<file path="config.mk">
export PLATFORM = sky130hd
export DESIGN_NAME = ipc_command_logic
export DESIGN_NICKNAME = d
export VERILOG_FILES = /design/src/pkg/ipc_pkg.sv /design/src/verilog/ipc_command_logic.sv /design/src/verilog/ipc_priority_pick.sv
export SDC_FILE = /design/constraint.sdc
export NUM_CORES = 1
export LEC_CHECK = 0
export BUFFER_PORTS_ARGS = -buffer_cell sky130_fd_sc_hd__clkbuf_2
export CAP_MARGIN = 10
export CELL_PAD_IN_SITES_DETAIL_PLACEMENT = 0
export CELL_PAD_IN_SITES_GLOBAL_PLACEMENT = 2
export CORE_MARGIN = 2
export CORE_UTILIZATION = 39
export DETAILED_ROUTE_END_ITERATION = 8
export HOLD_SLACK_MARGIN = 0.15
export PLACE_DENSITY = 0.88
export SYNTH_ARGS = -nofsm -noshare
export SYNTH_HDL_FRONTEND = slang
export SYNTH_SLANG_ARGS = --single-unit
export TNS_END_PERCENT = 5
</file>
<file path="constraint.sdc">
create_clock -name CLK_SYS -period 8.4 [get_ports CLK_SYS]
set_input_delay 0.42 -clock CLK_SYS [delete_from_list [all_inputs] [get_ports CLK_SYS]]
set_output_delay 0.42 -clock CLK_SYS [all_outputs]
set_load 0.01 [all_outputs]
</file>
<file path="src/pkg/ipc_pkg.sv">
// shared constants and types of the interrupt priority command logic
package ipc_pkg;
	localparam int DATA_W = 8;
	localparam int CH_NUM = 8;
	localparam int LVL_W = 3;
	// register select values: command word at 0x0, mask word at 0x1
	localparam logic SEL_CMD = 1'b0;
	localparam logic SEL_MASK = 1'b1;
	// field positions of the command words
	localparam int CMD_OP_HI = 7;
	localparam int CMD_OP_LO = 5;
	localparam int CMD_KIND_HI = 4;
	localparam int CMD_KIND_LO = 3;
	localparam int CMD_LVL_HI = 2;
	localparam int CMD_LVL_LO = 0;
	localparam int SPEC_MASK_EN_BIT = 6;
	localparam int SPEC_MASK_BIT = 5;
	localparam int VEC_BASE_LO = 3;
	localparam logic [1:0] KIND_SECOND = 2'h0;
	localparam logic [1:0] KIND_THIRD = 2'h1;
	// rotate, level-select, end-of-service codes
	localparam logic [2:0] OP_ROT_AUTO_CLR = 3'h0;
	localparam logic [2:0] OP_NS_EOS = 3'h1;
	localparam logic [2:0] OP_NOP = 3'h2;
	localparam logic [2:0] OP_SP_EOS = 3'h3;
	localparam logic [2:0] OP_ROT_AUTO_SET = 3'h4;
	localparam logic [2:0] OP_ROT_NS_EOS = 3'h5;
	localparam logic [2:0] OP_SET_PRI = 3'h6;
	localparam logic [2:0] OP_ROT_SP_EOS = 3'h7;
	// reset values
	localparam logic [7:0] MASK_RST = 8'h00;
	localparam logic [7:0] ISR_RST = 8'h00;
	localparam logic [2:0] LOWEST_RST = 3'h7;
	localparam logic [2:0] DEFAULT_LVL = 3'h7;
	typedef enum logic [1:0] {ACK_IDLE, ACK_ONE, ACK_TWO, ACK_THREE}
		ipc_ack_state_t;
endpackage

</file>
<file path="src/verilog/ipc_command_logic.sv">
// operation command and in-service logic of the interrupt controller
// Overview of operation
// [RULE_01] requests are acted on only once initialization has completed
// [RULE_02] mask register holds eight bits written by the first operation word
// [RULE_03] a mask bit of one disables only its own channel
// [RULE_04] codes 001 non-specific, 011 specific end of service, 010 no operation
// [RULE_05] codes 101, 100, 000, 111, 110 select the rotation commands
// [RULE_06] with level select set, the level field names the channel in binary
// [RULE_07] third word enters or leaves special mask only when its enable is set
// [RULE_08] fully nested priority is the default after initialization
// [RULE_09] after initialization channel 0 is highest and channel 7 lowest
// [RULE_10] acknowledge outputs the vector and sets the winner's in-service bit
// [RULE_11] in-service bit clears by command, or at final acknowledge if automatic
// [RULE_12] while in service, equal or lower priority requests are held off
// [RULE_13] rotation commands change the priority order
// [RULE_14] host issues an end of service command before leaving each handler
// [RULE_15] cascaded hosts send one end of service to master and one to slave
// [RULE_16] non-specific end of service clears the highest set in-service bit
// [RULE_17] specific end of service clears exactly the named in-service bit
// [RULE_18] in special mask, non-specific clear skips masked in-service bits
// [RULE_19] final acknowledge is the third pulse, or second in 16-bit host mode
// [RULE_20] in special mask mode every unmasked channel may raise a request; here a channel whose in-service bit is set is still held off
// [RULE_21] a read with register select high returns the mask register
// [RULE_22] select low with data bits 4 and 3 zero is the second operation word
// [RULE_23] the no-operation code changes no in-service, priority or rotation state
`timescale 1ns/10ps
module ipc_command_logic
#(
	parameter int CHANNELS = 8
)
(
	input wire logic CLK_SYS,
	input wire logic RST,
	input wire logic SEL_N,
	input wire logic REG_SELECT,
	input wire logic WR_N,
	input wire logic RD_N,
	input wire logic [ipc_pkg::DATA_W-1:0] DATA_IN,
	output logic [ipc_pkg::DATA_W-1:0] DATA_OUT,
	output logic DATA_OE_N,
	input wire logic INTERRUPT_ACKNOWLEDGE_STROBE_N,
	input wire logic [CHANNELS-1:0] REQ,
	input wire logic INIT_DONE,
	input wire logic AUTO_EOS,
	input wire logic HOST_16BIT,
	input wire logic [ipc_pkg::DATA_W-1:0] VECTOR_BASE,
	output logic INT_OUT,
	output logic [CHANNELS-1:0] IN_SERVICE
);
	import ipc_pkg::*;

	if (CHANNELS != CH_NUM)
	begin : g_bad_channels
		$error("only eight channels are supported");
	end

	logic wr_n_d_r, interrupt_acknowledge_strobe_n_d_r;
	logic [7:0] mask_r, mask_nxt, isr_r, isr_nxt;
	logic [2:0] lowest_r, lowest_nxt, ack_lvl_r, ack_lvl_nxt;
	logic spec_mask_r, spec_mask_nxt, rot_r, rot_nxt;
	ipc_ack_state_t ack_st_r, ack_st_nxt;
	logic int_r, int_nxt, oe_n_r, oe_n_nxt;
	logic [7:0] dout_r, dout_nxt;
	logic wr_go, cmd_go, third_go, mask_go, ack_fall, ack_rise, finish;
	logic ack_vec, rd_mask;
	logic [2:0] op, tgt;
	logic [7:0] req_live, req_view, isr_view;
	logic req_found, isr_found, req_wins;
	logic [2:0] req_lvl, isr_lvl;

	function automatic logic [2:0] rank(input logic [2:0] lvl,
		input logic [2:0] low);
		rank = lvl - low - 3'h1;
	endfunction

	// writes are taken on the first cycle of the strobe only
	assign wr_go = ~SEL_N & ~WR_N & wr_n_d_r;
	assign mask_go = wr_go & (REG_SELECT == SEL_MASK);
	// [RULE_22] second word decode
	assign cmd_go = wr_go & (REG_SELECT == SEL_CMD)
		& (DATA_IN[CMD_KIND_HI:CMD_KIND_LO] == KIND_SECOND);
	assign third_go = wr_go & (REG_SELECT == SEL_CMD)
		& (DATA_IN[CMD_KIND_HI:CMD_KIND_LO] == KIND_THIRD);
	assign op = DATA_IN[CMD_OP_HI:CMD_OP_LO];
	// [RULE_06] binary level field
	assign tgt = DATA_IN[CMD_LVL_HI:CMD_LVL_LO];
	assign ack_fall = ~INTERRUPT_ACKNOWLEDGE_STROBE_N & interrupt_acknowledge_strobe_n_d_r;
	assign ack_rise = INTERRUPT_ACKNOWLEDGE_STROBE_N & ~interrupt_acknowledge_strobe_n_d_r;
	// [RULE_19] last pulse depends on host width
	assign finish = ack_rise & ((ack_st_r == ACK_TWO & HOST_16BIT)
		| ack_st_r == ACK_THREE);

	// [RULE_01] requests gated until initialized
	// [RULE_03] per-channel mask
	assign req_live = INIT_DONE ? (REQ & ~mask_r) : 8'h00;
	// [RULE_20] special mask drops nesting; in-service level still not re-raised
	assign req_view = spec_mask_r ? (req_live & ~isr_r) : req_live;
	// [RULE_18] masked in-service bits are invisible in special mask
	assign isr_view = spec_mask_r ? (isr_r & ~mask_r) : isr_r;

	ipc_priority_pick #(.W(8), .LW(3)) u_pick_req
	(
		.bits(req_view),
		.lowest(lowest_r),
		.found(req_found),
		.level(req_lvl)
	);

	ipc_priority_pick #(.W(8), .LW(3)) u_pick_isr
	(
		.bits(isr_view),
		.lowest(lowest_r),
		.found(isr_found),
		.level(isr_lvl)
	);

	// [RULE_12] outside special mask, only strictly higher priority passes an in-service level
	assign req_wins = req_found & (spec_mask_r | ~isr_found
		| (rank(req_lvl, lowest_r) < rank(isr_lvl, lowest_r)));

	always_comb
	begin
		mask_nxt = mask_r;
		isr_nxt = isr_r;
		lowest_nxt = lowest_r;
		spec_mask_nxt = spec_mask_r;
		rot_nxt = rot_r;
		ack_st_nxt = ack_st_r;
		ack_lvl_nxt = ack_lvl_r;
		// [RULE_02] mask write
		if (mask_go)
			mask_nxt = DATA_IN;
		if (cmd_go)
		begin
			// [RULE_04] end of service codes
			// [RULE_05] rotation codes
			unique case (op)
				OP_NS_EOS:
					// [RULE_16] highest set bit cleared
					if (isr_found)
						isr_nxt[isr_lvl] = 1'b0;
				OP_SP_EOS:
					// [RULE_17] named bit cleared
					isr_nxt[tgt] = 1'b0;
				// [RULE_13] serviced level becomes lowest
				OP_ROT_NS_EOS:
					if (isr_found)
					begin
						isr_nxt[isr_lvl] = 1'b0;
						lowest_nxt = isr_lvl;
					end
				OP_ROT_SP_EOS:
				begin
					isr_nxt[tgt] = 1'b0;
					lowest_nxt = tgt;
				end
				OP_SET_PRI:
					lowest_nxt = tgt;
				OP_ROT_AUTO_SET:
					rot_nxt = 1'b1;
				OP_ROT_AUTO_CLR:
					rot_nxt = 1'b0;
				// [RULE_23] nothing changes
				OP_NOP:
					isr_nxt = isr_r;
			endcase
		end
		// [RULE_07] special mask only moves with its enable set
		if (third_go && DATA_IN[SPEC_MASK_EN_BIT])
			spec_mask_nxt = DATA_IN[SPEC_MASK_BIT];
		// acknowledge after the commands, so a set beats a command clear in the same cycle
		unique case (ack_st_r)
			ACK_IDLE:
			begin
				if (ack_fall)
				begin
					ack_st_nxt = ACK_ONE;
					// a request gone by now yields the default level unset
					ack_lvl_nxt = req_wins ? req_lvl : DEFAULT_LVL;
					// [RULE_10] winner goes in service
					if (req_wins)
						isr_nxt[req_lvl] = 1'b1;
				end
			end
			ACK_ONE:
				if (ack_fall)
					ack_st_nxt = ACK_TWO;
			ACK_TWO:
				if (finish)
					ack_st_nxt = ACK_IDLE;
				else if (ack_fall)
					ack_st_nxt = ACK_THREE;
			ACK_THREE:
				if (finish)
					ack_st_nxt = ACK_IDLE;
		endcase
		// [RULE_11] automatic clear at the final rising edge
		if (finish && AUTO_EOS && isr_found)
		begin
			isr_nxt[isr_lvl] = 1'b0;
			if (rot_r)
				lowest_nxt = isr_lvl;
		end
		// [RULE_08] defaults hold until initialized
		// [RULE_09] channel 0 highest
		if (!INIT_DONE)
		begin
			isr_nxt = ISR_RST;
			lowest_nxt = LOWEST_RST;
			spec_mask_nxt = 1'b0;
			rot_nxt = 1'b0;
			ack_st_nxt = ACK_IDLE;
		end
	end

	always_ff @(posedge CLK_SYS or posedge RST)
	begin
		if (RST)
		begin
			wr_n_d_r <= 1'b1;
			interrupt_acknowledge_strobe_n_d_r <= 1'b1;
			mask_r <= MASK_RST;
			isr_r <= ISR_RST;
			lowest_r <= LOWEST_RST;
			spec_mask_r <= 1'b0;
			rot_r <= 1'b0;
			ack_st_r <= ACK_IDLE;
			ack_lvl_r <= DEFAULT_LVL;
		end
		else
		begin
			wr_n_d_r <= WR_N;
			interrupt_acknowledge_strobe_n_d_r <= INTERRUPT_ACKNOWLEDGE_STROBE_N;
			mask_r <= mask_nxt;
			isr_r <= isr_nxt;
			lowest_r <= lowest_nxt;
			spec_mask_r <= spec_mask_nxt;
			rot_r <= rot_nxt;
			ack_st_r <= ack_st_nxt;
			ack_lvl_r <= ack_lvl_nxt;
		end
	end

	// vector is driven while the final pulse is low
	assign ack_vec = ~INTERRUPT_ACKNOWLEDGE_STROBE_N & ((ack_st_r == ACK_TWO & HOST_16BIT)
		| ack_st_r == ACK_THREE);
	// [RULE_21] mask read needs no prior select command
	assign rd_mask = ~SEL_N & ~RD_N & (REG_SELECT == SEL_MASK);

	always_comb
	begin
		int_nxt = req_wins & (ack_st_r == ACK_IDLE);
		if (ack_vec)
			dout_nxt = {VECTOR_BASE[7:VEC_BASE_LO], ack_lvl_r};
		else if (rd_mask)
			dout_nxt = mask_r;
		else
			dout_nxt = 8'h00;
		oe_n_nxt = ~(ack_vec | (~SEL_N & ~RD_N));
	end

	always_ff @(posedge CLK_SYS or posedge RST)
	begin
		if (RST)
		begin
			int_r <= 1'b0;
			dout_r <= 8'h00;
			oe_n_r <= 1'b1;
		end
		else
		begin
			int_r <= int_nxt;
			dout_r <= dout_nxt;
			oe_n_r <= oe_n_nxt;
		end
	end

	assign INT_OUT = int_r;
	assign DATA_OUT = dout_r;
	assign DATA_OE_N = oe_n_r;
	assign IN_SERVICE = isr_r;
endmodule

</file>
<file path="src/verilog/ipc_priority_pick.sv">
// rotating priority picker: highest-priority set bit under a lowest level
`timescale 1ns/10ps
module ipc_priority_pick
#(
	parameter int W = 8,
	parameter int LW = 3
)
(
	input wire logic [W-1:0] bits,
	input wire logic [LW-1:0] lowest,
	output logic found,
	output logic [LW-1:0] level
);
	if (W != (1 << LW))
	begin : g_bad_width
		$error("picker width must be two to the level width");
	end

	logic [LW-1:0] idx;

	// scan from lowest up to highest so the highest priority is written last
	always_comb
	begin
		idx = '0;
		found = 1'b0;
		level = '0;
		for (int k = W; k >= 1; k--)
		begin
			idx = LW'(lowest + LW'(k));
			if (bits[idx])
			begin
				found = 1'b1;
				level = idx;
			end
		end
	end
endmodule
</file>
; ---- Word-level counts from Yosys, hierarchy flattened
; Cells that the tools add are included.
[op_classes]
magnitude_cmp = 15
n_mux = 102
n_bitwise = 38
add_sub_neg = 11
reduce_logical = 15
n_eq_ne = 17
[op_table]
columns = operator, n
row1 = $mux 8, 12
row2 = $mux 3, 22
row3 = $and 8x8->8, 6
row4 = $bmux 1 s3, 16
row5 = $lt 3x4->1 const B, 11
row6 = $mux 1, 39
row7 = $not 8->8, 4
row8 = $pmux 8 s2, 1
row9 = $and 1x1->1, 15
row10 = $add 3x3->3 const B, 4
row11 = $eq 3x3->1 const B, 4
row12 = $mux 2, 6
row13 = $demux 1 s3, 3
row14 = $ge 3x1->1 const B, 3
row15 = $ne 3x3->1 const B, 3
row16 = $not 1->1, 8
row17 = $or 8x8->8, 1
row18 = $pmux 2 s4, 1
row19 = $add 3x2->3 const B, 2
row20 = $logic_and 1x1->1, 6
row21 = $pmux 3 s2, 1
row22 = $reduce_or 2->1, 3
row23 = $sub 3x1->3 const B, 2
row24 = $sub 3x3->3, 2
row25 = 15 further kinds, 23
[word_totals]
input_bits = 34
wordCells = 210
output_inout_bits = 18
register_bits = 38

; ---- Logic depth before layout (Yosys ltp)
; Gate-level depths: netlist of run 1.
[depth]
depth_word = 29
mapped_depth = 25
mapped_depth_nobuf = 20

; ---- Hierarchy
; A second synthesis of run 1 with hierarchy kept.
[hier_totals]
cells_unflattened = 395
area_unflattened_um2 = 3712.3
[modules_own_cells]
columns = mod, seq_area_each_um2, area_each_um2, cells_each, instances
row1 = ipc_command_logic, 962.2, 2363.5, 241, 1
row2 = ipc_priority_pick, 0.0, 674.4, 77, 2

; ---- Least setup slack after synthesis of run 1
; OpenSTA, ideal clock, no wires.
[synth_timing]
path_kind = flip-flop to flip-flop
start = register lowest_r[0]
end = register isr_r[5], in the netlist IN_SERVICE[5]
setup_time_ps = 77
arrival_time_ps = 5545
synth_period_minus_slack_ps = 5622
stages_incl_launch_ff = 26
required_time_ps = 8323
n_path_buf = 5
path_slack_ps = 2778
cell_sequence = dfstp_2 > buf_6 > buf_6 > inv_2 > buf_1 > ha_1 > buf_6 > nand2b_4 > buf_2 > o22a_1 > mux4_2 > o31a_1 > a2111oi_2 > nor4_1 > o22ai_2 > inv_1 > fa_1 > xnor2_1 > xnor2_1 > ha_1 > a21oi_1 > nor3_2 > a311oi_4 > nand2_1 > or3b_1 > a21oi_1
[synth_between]
elab_chain_cells = 26
elab_cells_between_ends = 103
classes_between = add/sub: 11 / order compare: 5 / mux: 76 / bitwise: 8 / reduce/logical: 3
[synth_lines]
columns = element, line
row1 = start: declaration, ipc_command_logic.sv:59  ; logic [2:0] lowest_r, lowest_nxt, ack_lvl_r, ack_lvl_nxt;
row2 = start signal: assignment, ipc_command_logic.sv:236  ; lowest_r <= lowest_nxt;
row3 = $add 3x3->3 or $bmux 1 s3 (tied branches), "ipc_priority_pick.sv:29, ipc_priority_pick.sv:30"
row4 = $bmux 1 s3 or $mux 1 (tied branches), ipc_priority_pick.sv:30  ; if (bits[idx])
row5 = $mux 1 (not written as such) or $mux 3 (tied branches), ipc_priority_pick.sv:30
row6 = $mux 3 (7 in a row), ipc_priority_pick.sv:30
row7 = $lt 3x4->1 (not written as such) or $ge 3x1->1 (tied branches), "ipc_command_logic.sv:141, ipc_command_logic.sv:149, ipc_command_logic.sv:200"
row8 = $logic_and 1x1->1 (not written as such), "ipc_command_logic.sv:141, ipc_command_logic.sv:149, ipc_command_logic.sv:200"
row9 = $mux 1 (not written as such), "ipc_command_logic.sv:141, ipc_command_logic.sv:149, ipc_command_logic.sv:200"
row10 = $demux 1 s3, "ipc_command_logic.sv:141, ipc_command_logic.sv:149, ipc_command_logic.sv:200"
row11 = (+5 left out), -
row12 = $or 8x8->8 (no line), -
row13 = $mux 8, ipc_command_logic.sv:181  ; if (req_wins)
row14 = $mux 8, ipc_command_logic.sv:175  ; if (ack_fall)
row15 = $mux 8, ipc_command_logic.sv:172  ; unique case (ack_st_r)
row16 = $and 8x8->8 (no line), -
row17 = $mux 8 *, ipc_command_logic.sv:198  ; if (finish && AUTO_EOS && isr_found)
row18 = $mux 8 *, ipc_command_logic.sv:206  ; if (!INIT_DONE)
row19 = via isr_nxt[5], ipc_command_logic.sv:58  ; logic [7:0] mask_r, mask_nxt, isr_r, isr_nxt;
row20 = end signal: assignment, ipc_command_logic.sv:235  ; isr_r <= isr_nxt;
row21 = end: declaration, ipc_command_logic.sv:58
; Mark *: on every way through the listed nets, which the timed path passes. The rest lies on a longest branch. The select of a mux whose other input is x is not followed.
; A chain may end at the register's enable or synchronous reset.

; ---- Worst setup path after layout of run 1
[layout_timing]
start = register lowest_r[1]
end = register isr_r[4], in the netlist IN_SERVICE[4]
; Same word-level chain as after synthesis.

==> key figures, run 1 <==
Outcome
  • Outcome: completed

Power and ir drop
  • Clk pwr share: 13.7%
  • Reg power frac: 23.0%
  • Total power: 1.122 mW
  • Sw Pwr: 0.5269 mW
  • Comb pwr share: 63.3%
  • Pwr/cell area: 239.0 mW/mm^2
  • Maximum vdd drop: 0.1314 mV
  • Leak pwr: 1.912 nW
  • Internal power: 0.5950 mW
  • Switch share: 46.96%

Finish
  • Layout area overhead: 9.136%
  • Ratio of cells with drive above 1 in the final layout: 21.92%
  • Nets: 584
  • Diode count: 0

Drt
  • Routed WL: 13,320 um
  • Initial drt markers: 393
  • Drt wl/cell: 19.51 um
  • DRT Pass-1 Iters: 6
  • Number of remaining DRC errors: 0
  • ANT nets after route: 0
  • DR vias: 4,264
  • Via density: 6.243

Clock network
  • H-tree level count: 2
  • TritonCTS Buffers: 5
  • CTS sink count: 38
  • CTS tree: done
  • Clk slew on worst S/H paths: 80 ps
  • Post-CTS Setup Bufs: 0
  • Clk Latency, worst-skew pair: 290 ps
  • # resized after CTS: 0
  • Worst-case clock buffer depth: 2
  • Root buf cell: clkbuf_8
  • # hold bufs at CTS: 0

Global routing
  • Largest net degree at the start of global routing: 39
  • Gr ovfl total: 0
  • GRT Total Usage: 23.53%
  • First-pass GRT wire length: 21,450 um
  • Initial antenna violation count: 0
  • Vias in the first global route: 3,903

Floorplan
  • Placement Rows: 38
  • Initial core utilization: 39.84%
  • IO Count: 52
  • Die Height: 109.0 um
  • Core area: 0.01079 sq mm
  • Die Area: 0.01188 sq mm
  • Die X: 109.0 um

Synthesis
  • Register area share after synthesis: 22.37%
  • Synthesized area: 0.004300 sq mm
  • Synth unique cells: 85
  • Synth Net Count: 554
  • Mapped Avg Cell Area: 8.399 sq um
  • Synth cell count leaders: 62 x nand2_1, 41 x o21ai_0, 36 x nor2_1, 29 x dfrtp_1, 22 x a21oi_1
  • Largest area contributor in the netlist: dfrtp_1
  • Yosys reg bits: 38
  • Number of flops mapped to enable cells by yosys: 0
  • Main synth FF type: dfrtp_1
  • Yosys warns: 0
  • Post-Synthesis Cells: 512
  • Async set-reset flop share out of synthesis: 100.0%
  • Most numerous cell in the Yosys netlist: nand2_1
  • Top cells by area, synth: dfrtp_1 17%, dfstp_2 5.5%, nand2_1 5.4%
  • Yosys top cell area share: 16.88%

Worst setup path
  • Slowest cell on crit path: dfstp_2
  • Worst setup EP type: register
  • Startpoint Class: register
  • Worst-path fanout max: 28
  • FF-to-FF Start: lowest_r[1]$_DFF_PP1_
  • Crit-path cells: inv_1 -> ha_1 -> nand2_2 -> o22a_1 -> mux4_2 -> o31a_1 -> a2111oi_2 -> nor4_1 -> o22ai_2 -> inv_1 -> fa_1 -> xnor2_1 -> xnor2_1 -> ha_1 -> a21oi_1 -> nor3_2 -> a311oi_4 -> nand2b_2 -> or3b_1 -> a21oi_1
  • Critical path data arrival time: 6920 ps
  • Req. time, crit path: 8620 ps
  • Crit-path max cell delay: 930 ps
  • FF-to-FF path depth: 20
  • Crit Path Category: reg -> reg
  • Reg-to-reg endpoint: IN_SERVICE[4]$_DFF_PP0_
  • Slack of the worst reg-to-reg path: 1700 ps

Timing
  • Worst-margin pin slew: 945.8 ps
  • Worst hold slack: 208.5 ps
  • RSZ-0062 raised after global routing: false
  • Max_slew headroom: 36.95%
  • Period utilisation layout: 79.73%
  • Final setup fails: 0
  • Setup total negative slack: 0 ps
  • Clk_skew: 5.574 ps
  • Fmax: 149.3 MHz
  • Post-layout min period: 6697 ps
  • Slew Limit Fails: 0
  • Final Hold Vio Count: 0

Hold path
  • Worst min-delay path class: in -> async

Placed design
  • GPL Wtd Cong: 0.9061
  • Detail Placement HPWL: 9852 um
  • IO Port Bufs: 48

Flow run
  • Number of max-cap violations: 0
[cell type report]
type                            instances  area, sq um
Tap cell                              140        175.2
Fill cell                            1077         6100
Inverter                               17        63.81
Multi-Input combinational cell        427         3108
Sequential cell                        38        962.2
Clock inverter                          1        30.03
Clock buffer                            7        76.32
Timing Repair Buffer                   53        277.8
[sequential cells by signal (all words and copies together), names as in the netlist]
signal                              count
DATA_OE_N                               1
IN_SERVICE                              8
spec_mask_r                             1
ack_lvl_r                               3
INT_OUT                                 1
wr_n_d_r                                1
rot_r                                   1
DATA_OUT                                8
ack_st_r                                2
interrupt_acknowledge_strobe_n_d_r      1
mask_r                                  8
lowest_r                                3
[cell usage in the layout (no fill, tap or decap), types with 14 or more instances in the layout]
master    instances
a21oi_1          22
mux2_2           15
nor2_1           36
o21ai_0          41
dfrtp_1          29
o22ai_1          14
nand2_1          62
inv_1            15
clkbuf_2         48
mux2i_1          20
[stage by stage]
step | cell area [sq um] | utilization [%] | cells | setup WS [ps]
final | 4693 | 43.48 | 683 | 1703
after global routing | 4693 | 43.48 | 683 | 1114
after CTS | 4693 | 43.48 | 683 | 1718
after detailed placement | 4587 | 42.50 | 675 | 1757
after global placement | 4587 | 42.50 | 675 | 1745
after floorplan | 4300 | - | 512 | 2778
[worst max-delay path: cells and delay by family (launching register included)]
| kind | cells | cell delay [ps] |
|---|---|---|
| buffers and inverters | 2 | 240 |
| XOR/XNOR | 2 | 270 |
| multiplexers | 1 | 530 |
| AO/OA/AOI/OAI | 7 | 1950 |
| flip-flops | 1 | 930 |
| adder cells (fa/ha/maj) | 3 | 1580 |
| AND/OR/NAND/NOR | 5 | 1090 |
[worst max path at each step]
stage	slack, ps	start	cells after the start	endpoint
after CTS	1720	lowest_r[1]$_DFF_PP1_	20	IN_SERVICE[4]$_DFF_PP0_
after floorplan	2780	lowest_r[0]$_DFF_PP1_	25	IN_SERVICE[5]$_DFF_PP0_
after detailed placement	1760	lowest_r[1]$_DFF_PP1_	20	IN_SERVICE[4]$_DFF_PP0_
after global placement	1740	lowest_r[1]$_DFF_PP1_	20	IN_SERVICE[4]$_DFF_PP0_
final	1700	lowest_r[1]$_DFF_PP1_	20	IN_SERVICE[4]$_DFF_PP0_
after global routing	1110	lowest_r[1]$_DFF_PP1_	20	IN_SERVICE[4]$_DFF_PP0_
[per-layer routing]
layer  GRT usage, %  wire length (um)  vias to the layer above
li1               -                 -                     2010
met1          34.35              6247                     2068
met2          37.44              6061                      168
met3          2.750               839                       18
met4          4.762               176                        0
met5              0                 0                        -
[kinds of logic after synthesis]
group           Yosys count  synth area share (%)
compound gates          178                 29.62
xor+xnor                 10                 2.560
fa+ha+maj                 8                 2.677
buf+inv                  47                 5.353
flops                    38                 22.37
mux                      50                 15.54
simple gates            181                 21.88
[power by group through the flow]
| stage | clock network, mW | registers, mW | logic, mW |
|---|---|---|---|
| final | 0.154 | 0.258 | 0.710 |
| after global routing | 0.164 | 0.262 | 0.790 |
| after CTS | 0.157 | 0.258 | 0.707 |
| after detailed placement | 0 | 0.261 | 0.704 |
| after global placement | 0 | 0.260 | 0.700 |
| after floorplan | 0 | 0.247 | 0.559 |
(Power assumes the default switching activity.)
==> run 2: changes to the inputs <==
Settings changed: CORE_UTILIZATION 39 to 36, PLACE_DENSITY 0.88 to 0.82.
Clock period 8.4 ns to 6.39 ns, I/O delays scaled along.
==> key figures, run 2 (synthesis gave the netlist of run 1 again) <==
Outcome
  • Outcome: completed

Drt
  • Routed WL: 13,680 um
  • ANT nets after route: 0
  • Via density: 6.155
  • Drt wl/cell: 19.69 um
  • DR vias: 4,278
  • DRT Pass-1 Iters: 8
  • Number of remaining DRC errors: 0
  • Initial drt markers: 383

Timing
  • Clk_skew: 5.185 ps
  • Max_slew headroom: 34.99%
  • RSZ-0062 raised after global routing: false
  • Period utilisation layout: 87.58%
  • Worst hold slack: 177.4 ps
  • Setup total negative slack: 0 ps
  • Final setup fails: 0
  • Final Hold Vio Count: 0
  • Worst-margin pin slew: 975.1 ps
  • Post-layout min period: 5596 ps
  • Slew Limit Fails: 0
  • Fmax: 178.7 MHz

Finish
  • Util after Layout: 41.76%
  • Nets: 593
  • Layout area overhead: 11.84%
  • Ratio of cells with drive above 1 in the final layout: 23.19%
  • Diode count: 0
  • Most common cell after layout, fill and taps aside: nand2_1
  • Most frequent cells in the layout: 62 x nand2_1, 48 x clkbuf_2, 41 x o21ai_0, 36 x nor2_1, 29 x dfrtp_1

Worst setup path
  • Critical path data arrival time: 5810 ps
  • Slack of the worst reg-to-reg path: 790 ps
  • Reg-to-reg endpoint: IN_SERVICE[4]$_DFF_PP0_
  • Crit-path cells: inv_1 -> ha_1 -> xnor2_2 -> mux4_2 -> inv_1 -> o311ai_0 -> a21oi_1 -> and2_1 -> inv_2 -> ha_1 -> fa_1 -> xor2_1 -> xnor2_1 -> ha_1 -> a21oi_1 -> nor3_2 -> a311oi_4 -> nand2b_2 -> or3b_1 -> a21oi_1
  • FF-to-FF path depth: 20
  • Crit Path Category: reg -> reg
  • Req. time, crit path: 6600 ps
  • FF-to-FF Start: lowest_r[1]$_DFF_PP1_
  • Crit path buf inv count: 3
  • Worst-path fanout max: 18
  • Slowest cell on crit path: dfstp_2
  • Worst setup EP type: register
  • Startpoint Class: register
  • Family with the most delay on the worst path: adder cells
  • Crit-path max cell delay: 800 ps

Floorplan
  • Die X: 113.3 um
  • IO Count: 52
  • Initial core utilization: 37.34%
  • Die Height: 113.3 um
  • Core area: 0.01152 sq mm
  • Placement Rows: 39
  • Die Area: 0.01284 sq mm

Hold path
  • Worst Hold Endpoint: interrupt_acknowledge_strobe_n_d_r$_DFF_PP1_
  • Hold path startpoint: INTERRUPT_ACKNOWLEDGE_STROBE_N
  • WHS Path Cells: 1
  • Worst min-delay path class: in -> reg

Clock network
  • Clk slew on worst S/H paths: 60 ps
  • Post-CTS Setup Bufs: 0
  • # resized after CTS: 0
  • Clk Latency, worst-skew pair: 280 ps
  • Root buf cell: clkbuf_16
  • Worst-case clock buffer depth: 2
  • CTS sink count: 38
  • CTS tree: done
  • TritonCTS Buffers: 5
  • # hold bufs at CTS: 2
  • H-tree level count: 2

Power and ir drop
  • Maximum vdd drop: 0.1275 mV
  • Pwr/cell area: 322.2 mW/mm^2
  • Leak pwr: 1.972 nW

Global routing
  • Vias in the first global route: 4,101
  • Largest net degree at the start of global routing: 39
  • GRT Total Usage: 21.74%
  • Initial antenna violation count: 0
  • First-pass GRT wire length: 22,110 um
  • Gr ovfl total: 0

Placed design
  • Detail Placement HPWL: 10,250 um
  • GPL Wtd Cong: 0.9139
  • IO Port Bufs: 48

Flow run
  • Number of max-cap violations: 0
-- run 2: cell count changes in the layout (fill, tap and decap cells not counted), sizes merged --
| cell | before | now |
|---|---|---|
| clkinvlp | 0 | 1 |
| dlygate4sd3 | 0 | 2 |
| clkinv | 0 | 2 |
| buf | 5 | 12 |
| bufinv | 1 | 0 |
| clkbuf | 55 | 53 |
-- run 2: worst register-to-register path: cells and delay by family (launching register included) --
kind | cells | cell delay [ps]
flops | 1 | 800
simple gates | 4 | 960
buf+inv | 3 | 330
xor+xnor | 3 | 580
compound gates | 5 | 1050
mux | 1 | 620
fa+ha+maj | 4 | 1200
-- run 2: per-layer routing --
layer / share of wire, % / vias to the layer above / GRT usage (%)
met5: 0 / - / 0
met4: 2.7 / 0 / 6.098
met3: 5.1 / 26 / 2.946
met2: 45 / 143 / 35.09
met1: 47 / 2085 / 30.52
li1: - / 2024 / -
-- run 2: how the worst max path moves through the flow --
stage / start / end / slack (ps) / cells past startpoint
6_report: lowest_r[1]$_DFF_PP1_ / IN_SERVICE[4]$_DFF_PP0_ / 790 / 20
5_1_grt: spec_mask_r$_DFFE_PP0P_ / IN_SERVICE[4]$_DFF_PP0_ / 430 / 17
4_1_cts: lowest_r[1]$_DFF_PP1_ / IN_SERVICE[4]$_DFF_PP0_ / 840 / 20
3_5_place_dp: lowest_r[1]$_DFF_PP1_ / IN_SERVICE[4]$_DFF_PP0_ / 870 / 19
3_3_place_gp: lowest_r[1]$_DFF_PP1_ / IN_SERVICE[4]$_DFF_PP0_ / 890 / 20
2_1_floorplan: lowest_r[0]$_DFF_PP1_ / IN_SERVICE[5]$_DFF_PP0_ / 770 / 25
-- run 2: power breakdown --
part           internal [mW]  switching (mW)  leakage [nW]  total, mW
registers              0.287          0.0586         0.478      0.346
clock network          0.144           0.101        0.0698      0.245
logic                  0.395           0.563          1.42      0.959
-- run 2: metrics by stage --
step | total power [mW] | cell area (sq um) | std cells | setup WS [ps]
after detailed placement | 1.299 | 4643 | 685 | 871.1
final | 1.550 | 4810 | 695 | 793.7
after CTS | 1.548 | 4810 | 695 | 835.2
after global placement | 1.291 | 4643 | 685 | 886.5
after floorplan | 1.060 | 4300 | 512 | 767.6
after global routing | 1.667 | 4810 | 695 | 430.2
-- run 2: cell type report --
cell class                 count  area [sq um]
fill                        1159          6706
multi-input combinational    427          3108
sequential                    38         962.2
timing repair buffer          62         350.3
tap                          143         178.9
clock buffer                   5         125.1
inverter                      17         63.81
clock inverter                 3         21.27
